**config.mk**
```make
export PLATFORM = sky130hd
export DESIGN_NAME = dswc_device_flat
export DESIGN_NICKNAME = d
export VERILOG_FILES = /design/src/dswc_pkg.sv /design/src/dswc_link_if.sv /design/src/dswc_device.sv /design/src/flat_wrapper.sv
export VERILOG_INCLUDE_DIRS = /design/src /design/src/src
export SDC_FILE = /design/constraint.sdc
export NUM_CORES = 1
export LEC_CHECK = 0
export BUFFER_PORTS_ARGS = -buffer_cell sky130_fd_sc_hd__buf_2
export CELL_PAD_IN_SITES_DETAIL_PLACEMENT = 0
export CELL_PAD_IN_SITES_GLOBAL_PLACEMENT = 1
export CORE_MARGIN = 2
export CORE_UTILIZATION = 48
export DETAILED_ROUTE_END_ITERATION = 10
export PLACE_DENSITY_LB_ADDON = 0.1
export SLEW_MARGIN = 0
export SYNTH_ARGS = -nofsm -noshare
export SYNTH_HDL_FRONTEND = slang
export SYNTH_SLANG_ARGS = --single-unit
```
**constraint.sdc**
```tcl
create_clock -name clk -period 13.55 [get_ports clk]
set_input_delay 0.6775 -clock clk [delete_from_list [all_inputs] [get_ports clk]]
set_output_delay 0.6775 -clock clk [all_outputs]
set_load 0.05 [all_outputs]
```
**src/dswc_params.svh**
```systemverilog
// constants shared by both ends of the serial write link
`ifndef DSWC_PARAMS_SVH
`define DSWC_PARAMS_SVH

`define FRAME_BITS 18
`define CNT_W 5
`define CNT_MAX 5'h1f
`define OP_HI 17
`define OP_LO 16
`define ADDR_HI 15
`define ADDR_LO 12
`define CODE_HI 11
`define CODE_LO 0
`define OP_LOAD 2'b00
`define OP_INC 2'b01
`define OP_DEC 2'b10
`define OP_NOP 2'b11
`define CHANNELS 16
`define CHAN_W 4
`define LEVEL_W 14
`define LEVEL_RESET 14'h0000
`define LEVEL_MAX 15'h3fff
`define QUARTER_SHIFT 2
`define CLK_PERIOD_NS 25
`define CONV_TIME_NS 25000
`define RESET_MIN_NS 20
`define CONV_W 16

`define SCLK_HALF 6
`define GAP_CYCLES 16
`define TIMER_W 16

`define ADDR_W 12
`define REG_CTRL 12'h000
`define REG_FRAME 12'h004
`define REG_STATUS 12'h008
`define REG_INT_STAT 12'h00c
`define REG_INT_MASK 12'h010
`define REG_READBACK 12'h014
`define CTRL_START 0
`define STAT_ACTIVE 0
`define STAT_BUSY 1
`define STAT_PENDING 2
`define INT_W 2
`define INT_DONE 0
`define INT_CONV 1
`endif

```
**src/dswc_pkg.sv**
```systemverilog
// types shared by both ends of the serial write link
`include "dswc_params.svh"
package dswc_pkg;
    typedef logic [`LEVEL_W-1:0] dswc_level_t;
    typedef logic [`FRAME_BITS-1:0] dswc_frame_t;

    typedef struct packed {
        logic [2:0] sclkSync;
        logic [2:0] selSync;
        logic [2:0] dinSync;
        logic sclkF;
        logic selNF;
        logic dinF;
        logic active;
        logic [`CNT_W-1:0] count;
        dswc_frame_t shift;
        logic sdout;
        logic busyN;
        logic [`CONV_W-1:0] convCnt;
        logic [`CHANNELS-1:0][`LEVEL_W-1:0] level;
        logic updateStrobe;
        logic [`CHAN_W-1:0] updateChannel;
        logic abortStrobe;
    } dswc_dev_state_t;

    typedef enum logic [2:0] {
        H_IDLE,
        H_SETUP,
        H_HIGH,
        H_LOW,
        H_HOLD,
        H_GAP
    } dswc_phase_t;

    typedef struct packed {
        logic [2:0] busySync;
        logic [2:0] doutSync;
        logic busyNF;
        logic doutF;
        dswc_phase_t phase;
        logic [`TIMER_W-1:0] timer;
        logic [`CNT_W-1:0] idx;
        dswc_frame_t frame;
        dswc_frame_t txShift;
        dswc_frame_t readback;
        logic sclk;
        logic selN;
        logic sdin;
        logic startReq;
        logic [`INT_W-1:0] intStat;
        logic [`INT_W-1:0] intMask;
        logic [31:0] prdata;
        logic pslverr;
    } dswc_host_state_t;
endpackage

```
**src/dswc_link_if.sv**
```systemverilog
// three-wire write link plus busy and chain output
`timescale 1ns/10ps
interface dswc_link_if;
    logic sclk;
    logic syncN;
    logic sdin;
    logic sdout;
    logic busyN;

    modport host (
        output sclk,
        output syncN,
        output sdin,
        input sdout,
        input busyN
    );

    modport device (
        input sclk,
        input syncN,
        input sdin,
        output sdout,
        output busyN
    );
endinterface

```
**src/dswc_device.sv**
```systemverilog
// device end: serial frame receiver and sixteen channel code store
`timescale 1ns/10ps
`include "dswc_params.svh"
module dswc_device
    import dswc_pkg::*;
#(
    parameter int CONV_CYCLES = `CONV_TIME_NS / `CLK_PERIOD_NS
) (
    input wire logic clk,
    input wire logic nrst,
    input wire logic chainEnable,
    dswc_link_if.device link,
    output logic [`CHANNELS-1:0][`LEVEL_W-1:0] channelLevel,
    output logic convBusy,
    output logic updateStrobe,
    output logic [`CHAN_W-1:0] updateChannel,
    output logic abortStrobe
);

    dswc_dev_state_t r_reg;
    dswc_dev_state_t r_next;

    logic sclkFall;
    logic sclkRise;
    logic selFall;
    logic selRise;
    logic commitNow;
    dswc_frame_t commitWord;
    dswc_frame_t shifted;
    logic [1:0] op;
    logic [`CHAN_W-1:0] addr;
    logic [`CONV_W-1:0] convLoad;

    assign convLoad = `CONV_W'(CONV_CYCLES - 1);

    // settled level: third stage taken once second and third agree
    function automatic logic settle(input logic [2:0] s, input logic held);
        return (s[1] == s[2]) ? s[2] : held;
    endfunction

    // new fine level of one channel for a committed word
    function automatic dswc_level_t stepLevel(input dswc_level_t cur, input dswc_frame_t w);
        logic [`LEVEL_W:0] sum;
        logic [`LEVEL_W:0] step;
        dswc_level_t res;
        sum = '0;
        step = {3'b000, w[`CODE_HI:`CODE_LO]};
        res = cur;
        unique case (w[`OP_HI:`OP_LO])
            `OP_LOAD: begin
                res = {w[`CODE_HI:`CODE_LO], 2'b00};
            end
            `OP_INC: begin
                sum = {1'b0, cur} + step;
                res = sum[`LEVEL_W] ? {`LEVEL_W{1'b1}} : sum[`LEVEL_W-1:0];
            end
            `OP_DEC: begin
                res = ({1'b0, cur} < step) ? `LEVEL_RESET : cur - step[`LEVEL_W-1:0];
            end
            `OP_NOP: begin
                res = cur;
            end
        endcase
        return res;
    endfunction

    always_comb begin
        r_next = r_reg;
        commitNow = 1'b0;
        commitWord = r_reg.shift;
        shifted = {r_reg.shift[`FRAME_BITS-2:0], r_reg.dinF};
        op = 2'b00;
        addr = '0;

        r_next.updateStrobe = 1'b0;
        r_next.abortStrobe = 1'b0;

        // pin synchronisers and settled levels
        r_next.sclkSync = {r_reg.sclkSync[1:0], link.sclk};
        r_next.selSync = {r_reg.selSync[1:0], link.syncN};
        r_next.dinSync = {r_reg.dinSync[1:0], link.sdin};
        r_next.sclkF = settle(r_reg.sclkSync, r_reg.sclkF);
        r_next.selNF = settle(r_reg.selSync, r_reg.selNF);
        r_next.dinF = settle(r_reg.dinSync, r_reg.dinF);

        sclkFall = r_reg.sclkF & ~r_next.sclkF;
        sclkRise = ~r_reg.sclkF & r_next.sclkF;
        selFall = r_reg.selNF & ~r_next.selNF;
        selRise = ~r_reg.selNF & r_next.selNF;

        // conversion timer holds busy low
        if (!r_reg.busyN) begin
            if (r_reg.convCnt == '0) begin
                r_next.busyN = 1'b1;
            end else begin
                r_next.convCnt = r_reg.convCnt - 1'b1;
            end
        end

        // link activity only seen while not converting
        if (r_reg.busyN) begin
            if (selFall) begin
                r_next.active = 1'b1;
                r_next.count = '0;
            end else if (selRise) begin
                if (r_reg.active) begin
                    if (chainEnable && r_reg.count >= `CNT_W'(`FRAME_BITS)) begin
                        commitNow = 1'b1;
                        commitWord = r_reg.shift;
                    end else if (!chainEnable || r_reg.count < `CNT_W'(`FRAME_BITS)) begin
                        r_next.abortStrobe = 1'b1;
                    end
                end
                r_next.active = 1'b0;
            end else if (r_reg.active && sclkFall) begin
                r_next.shift = shifted;
                if (r_reg.count != `CNT_MAX) begin
                    r_next.count = r_reg.count + 1'b1;
                end
                if (!chainEnable && r_reg.count == `CNT_W'(`FRAME_BITS - 1)) begin
                    commitNow = 1'b1;
                    commitWord = shifted;
                    r_next.active = 1'b0;
                end
            end else if (r_reg.active && sclkRise && chainEnable) begin
                r_next.sdout = r_reg.shift[`FRAME_BITS-1];
            end
        end

        if (!chainEnable) begin
            r_next.sdout = 1'b0;
        end

        // apply a completed frame to its channel
        if (commitNow) begin
            op = commitWord[`OP_HI:`OP_LO];
            addr = commitWord[`ADDR_HI:`ADDR_LO];
            if (op != `OP_NOP) begin
                r_next.level[addr] = stepLevel(r_reg.level[addr], commitWord);
                r_next.updateStrobe = 1'b1;
                r_next.updateChannel = addr;
            end
            if (op == `OP_LOAD) begin
                r_next.busyN = 1'b0;
                r_next.convCnt = convLoad;
            end
        end
    end

    always_ff @(posedge clk or negedge nrst) begin
        if (!nrst) begin
            r_reg.sclkSync <= 3'h0;
            r_reg.selSync <= 3'h7;
            r_reg.dinSync <= 3'h0;
            r_reg.sclkF <= 1'b0;
            r_reg.selNF <= 1'b1;
            r_reg.dinF <= 1'b0;
            r_reg.active <= 1'b0;
            r_reg.count <= '0;
            r_reg.shift <= '0;
            r_reg.sdout <= 1'b0;
            r_reg.busyN <= 1'b1;
            r_reg.convCnt <= '0;
            r_reg.level <= {`CHANNELS{`LEVEL_RESET}};
            r_reg.updateStrobe <= 1'b0;
            r_reg.updateChannel <= '0;
            r_reg.abortStrobe <= 1'b0;
        end else begin
            r_reg <= r_next;
        end
    end

    assign link.sdout = r_reg.sdout;
    assign link.busyN = r_reg.busyN;
    assign channelLevel = r_reg.level;
    assign convBusy = ~r_reg.busyN;
    assign updateStrobe = r_reg.updateStrobe;
    assign updateChannel = r_reg.updateChannel;
    assign abortStrobe = r_reg.abortStrobe;

endmodule // dswc_device

```
**src/flat_wrapper.sv**
```systemverilog
// flat-port wrapper written by rule: the top's interface ports become plain ports
module dswc_device_flat import dswc_pkg::*;
#(
    parameter int CONV_CYCLES = `CONV_TIME_NS / `CLK_PERIOD_NS
)
  (clk, nrst, chainEnable, channelLevel, convBusy, updateStrobe, updateChannel, abortStrobe, link_sclk, link_syncN, link_sdin, link_sdout, link_busyN);
  dswc_link_if link_i ();
  input wire logic clk;
  input wire logic nrst;
  input wire logic chainEnable;
  output logic [`CHANNELS-1:0][`LEVEL_W-1:0] channelLevel;
  output logic convBusy;
  output logic updateStrobe;
  output logic [`CHAN_W-1:0] updateChannel;
  output logic abortStrobe;
  input wire logic [$bits(link_i.sclk)-1:0] link_sclk;
  input wire logic [$bits(link_i.syncN)-1:0] link_syncN;
  input wire logic [$bits(link_i.sdin)-1:0] link_sdin;
  output wire logic [$bits(link_i.sdout)-1:0] link_sdout;
  output wire logic [$bits(link_i.busyN)-1:0] link_busyN;
  assign link_i.sclk = link_sclk;
  assign link_i.syncN = link_syncN;
  assign link_i.sdin = link_sdin;
  assign link_sdout = link_i.sdout;
  assign link_busyN = link_i.busyN;
  dswc_device #(.CONV_CYCLES(CONV_CYCLES)) u_core (.clk(clk), .nrst(nrst), .chainEnable(chainEnable), .link(link_i), .channelLevel(channelLevel), .convBusy(convBusy), .updateStrobe(updateStrobe), .updateChannel(updateChannel), .abortStrobe(abortStrobe));
endmodule
```
==> results.cfg <==
[outcome]
status = finished, final reports clean

[critical_path]
cp-end-kind = flop
r2r_slack_ns = 5.56
cp_top_family = compound AO/OA/AOI/OAI gates
cp.required_ns = 13.98
reg2reg_from = u_core.r_reg[273]$_DFF_PN1_
cp_max_fo = 30
critical_path_class = flop to flop
arrival_ns = 8.42
cpMostUsedCell = mux2_2
start_kind = flop
max_stage_delay_ns = 0.67
cp_num_buf_inv = 4
cp_slowest_cell = o22ai_2
reg2reg_depth = 25

[clock_tree]
hold_buffers = 0
numCtsBuffers = 35
cts_tree = built
clockRootBuffer = clkbuf_16
clock_latency_ns = 0.51
clock-sinks = 284
post-cts-setup-buffer-count = 0
post_cts_resized = 0
htreeDepth = 2
clk_pin_slew_worst_paths_ns = 0.06
cts_max_path_buffers = 3

[timing]
finalCriticalPeriod_ns = 7.990
finalSetupTns_ns = 0
report.final.hold_viol_count = 0
slew_headroom_pct = 22.25
fin_skew_ns = 0.02116
hold_ws_ns = 0.1371
fin_ws_ns = 5.560
finalSetupViolations = 0
slew_violations = 0
rsz0062_at_grt = false
tightest_slew_ns = 1.163
fmax_mhz = 125.2
fin_crit_sh_pct = 58.97

[power]
comb_power_share_pct = 8.2
power.share.clock_pct = 47.4
p_int_mw = 1.505
power.switching_mw = 0.4952
peakVddDrop_mv = 0.08995
powerDensity_mw_per_mm2 = 115.6
power_mw = 2.001
leakage_nw = 8.380
pwr-share-seq_pct = 44.4
switching_share_pct = 24.75

[detailed_routing]
viasPerCell = 5.939
drc_errors = 0
first_iter_violations = 1008
drt_pass1_iterations = 5
antenna_left = 0
drt-wirelength-per-cell_um = 25.14
vias = 12730
wl_um = 53900

[die]
start_util_pct = 48.53
die_y_um = 187.9
coreArea_mm2 = 0.03345
die_w_um = 187.9
num_rows = 67
io_pins = 239
dieArea_mm2 = 0.03531

[synth]
seq_area_frac_synth_pct = 43.82
async_flop_share_pct = 100.0
ys_ff_latch = 284
syn_area_mm2 = 0.01623
synth_ff_type = dfrtp_1
netlist_instances = 1677
yosysWarnings = 0
avgSynthCellArea_um2 = 9.680
synth.distinct_cells = 91
synth_edf_count = 0
syn_nets = 1714

[placed_design]
dpl.hpwl_um = 38300
gp_congestion = 0.9448
place_area_mm2 = 0.01615
dpl_worst_slack_ns = 5.750
port_buffers = 238

[global_route]
grt_pass1_vias = 12240
overflow = 0
grt_max_degree = 94
antenna_found_initial = 0
grt.total_usage_pct = 30.22
grt_pass1_wl_um = 80760

[final_layout]
nets = 1708
fin_area_mm2 = 0.01730
drive_above_1_share_pct = 27.18
antenna_cells = 0
area_growth_pct = 6.590

[run]
drv_cap = 0

[hold_path]
hold_class = input port to asynchronous set/reset pin
-- power by group through the flow --
stage	Sequential [mW]	Clock [mW]	Combinational (mW)
4_1_cts	0.888	0.965	0.163
3_5_place_dp	0.902	0	0.162
5_1_grt	0.891	1.00	0.183
6_report	0.888	0.948	0.164
2_1_floorplan	0.899	0	0.107
3_3_place_gp	0.902	0	0.164
-- worst max-delay path by stage --
stage | start | endpoint | slack, ns | cells past startpoint
after floorplan | u_core.r_reg[273]$_DFF_PN1_ | flop | 7.39 | 27
after global placement | u_core.r_reg[273]$_DFF_PN1_ | flop | 5.68 | 25
after detailed placement | u_core.r_reg[273]$_DFF_PN1_ | flop | 5.75 | 27
after CTS | u_core.r_reg[273]$_DFF_PN1_ | flop | 5.71 | 27
after global routing | u_core.r_reg[273]$_DFF_PN1_ | flop | 5.25 | 25
final | u_core.r_reg[273]$_DFF_PN1_ | flop | 5.56 | 25
-- logic make-up after synthesis --
kind of cell	synth area share (%)
AOI/OAI and AO/OA	18.51
xor gates and xnor gates	1.187
adders and majority gates	2.729
buffers and inverters	13.55
DFF	43.82
muxes	7.762
and+or+nand+nor	12.44
-- worst register-to-register path: stages (launching register included) --
cell       delay (ns)
dfstp_2          0.55
a21o_1           0.11
o21a_1           0.19
inv_1            0.06
ha_1             0.27
nand4bb_4        0.29
nor4_4           0.28
buf_4            0.36
mux2_2           0.64
buf_4            0.52
o22a_1           0.21
o221ai_1         0.11
a22o_1           0.26
a221oi_1         0.53
ha_1             0.45
inv_1            0.23
nor2_1           0.10
nor2_1           0.24
o31ai_1          0.15
a21o_1           0.22
a211oi_1         0.42
o21ai_0          0.27
o21a_1           0.22
mux2_2           0.28
o22ai_2          0.67
mux2_2           0.30
-- final cells by class --
| cell class | instances | area (um^2) |
|---|---|---|
| Clock buffer | 48 | 974.7 |
| Clock inverter | 14 | 181.4 |
| Fill cell | 3092 | 16150 |
| Inverter | 38 | 142.6 |
| Multi-Input combinational cell | 1050 | 6949 |
| Sequential cell | 284 | 7113 |
| Tap cell | 448 | 560.5 |
| Timing Repair Buffer | 262 | 1381 |
-- synthesized netlist by cell type (5+ instances only) --
cell | count | area, um^2
o22a_1 | 24 | 210.2
mux2i_1 | 13 | 130.1
dfstp_2 | 5 | 131.4
nor3_1 | 37 | 185.2
a22o_1 | 15 | 131.4
xor2_1 | 5 | 43.79
o31ai_2 | 10 | 125.1
nor2_1 | 104 | 390.4
buf_2 | 16 | 80.08
buf_1 | 8 | 30.03
mux2_2 | 99 | 1115
xnor2_1 | 17 | 148.9
o31ai_1 | 36 | 270.3
nand3b_1 | 5 | 37.54
ha_1 | 29 | 362.9
a21oi_1 | 75 | 375.4
clkbuf_1 | 46 | 172.7
nand2b_1 | 8 | 50.05
o21ai_1 | 6 | 30.03
o221ai_1 | 31 | 271.5
buf_4 | 229 | 1719
a22oi_1 | 9 | 67.56
o21bai_1 | 5 | 37.54
nand3_1 | 21 | 105.1
o21ai_0 | 123 | 615.6
inv_1 | 37 | 138.9
nand2_1 | 211 | 792.0
o22ai_1 | 34 | 212.7
a21o_1 | 8 | 60.06
a31oi_1 | 12 | 75.07
dfrtp_1 | 279 | 6982
a221oi_1 | 5 | 43.79
nor4_1 | 5 | 31.28
o21a_1 | 6 | 45.04
and3_1 | 8 | 50.05
-- placed cells by master, fill, tap and decap left out, types with 12 or more instances in the layout --
cell type,count
a21oi_1,75
o221ai_1,31
o31ai_1,36
buf_4,24
a22o_1,15
a31oi_1,12
nor2_1,103
inv_1,37
ha_1,29
o22ai_1,33
nor3_1,37
mux2i_1,13
xnor2_1,17
o22a_1,24
mux2_2,99
nand2_1,211
buf_2,237
nand3_1,20
dfrtp_1,279
clkbuf_16,35
o21ai_0,122
-- routing by layer --
metal,track usage [%],up-vias,routed length [um]
met4,7.813,0,1210
met1,45.00,6391,24960
li1,-,5752,-
met5,0,-,0
met2,45.70,511,24180
met3,5.072,79,3542
-- through the flow --
| step | utilization, % | cells |
|---|---|---|
| floorplan | - | 1677 |
| global route | 51.73 | 2144 |
| detailed placement | 48.27 | 2082 |
| finish | 51.73 | 2144 |
| global placement | 48.27 | 2082 |
| CTS | 51.73 | 2144 |
Note: power is estimated with default switching activity, not from simulation.
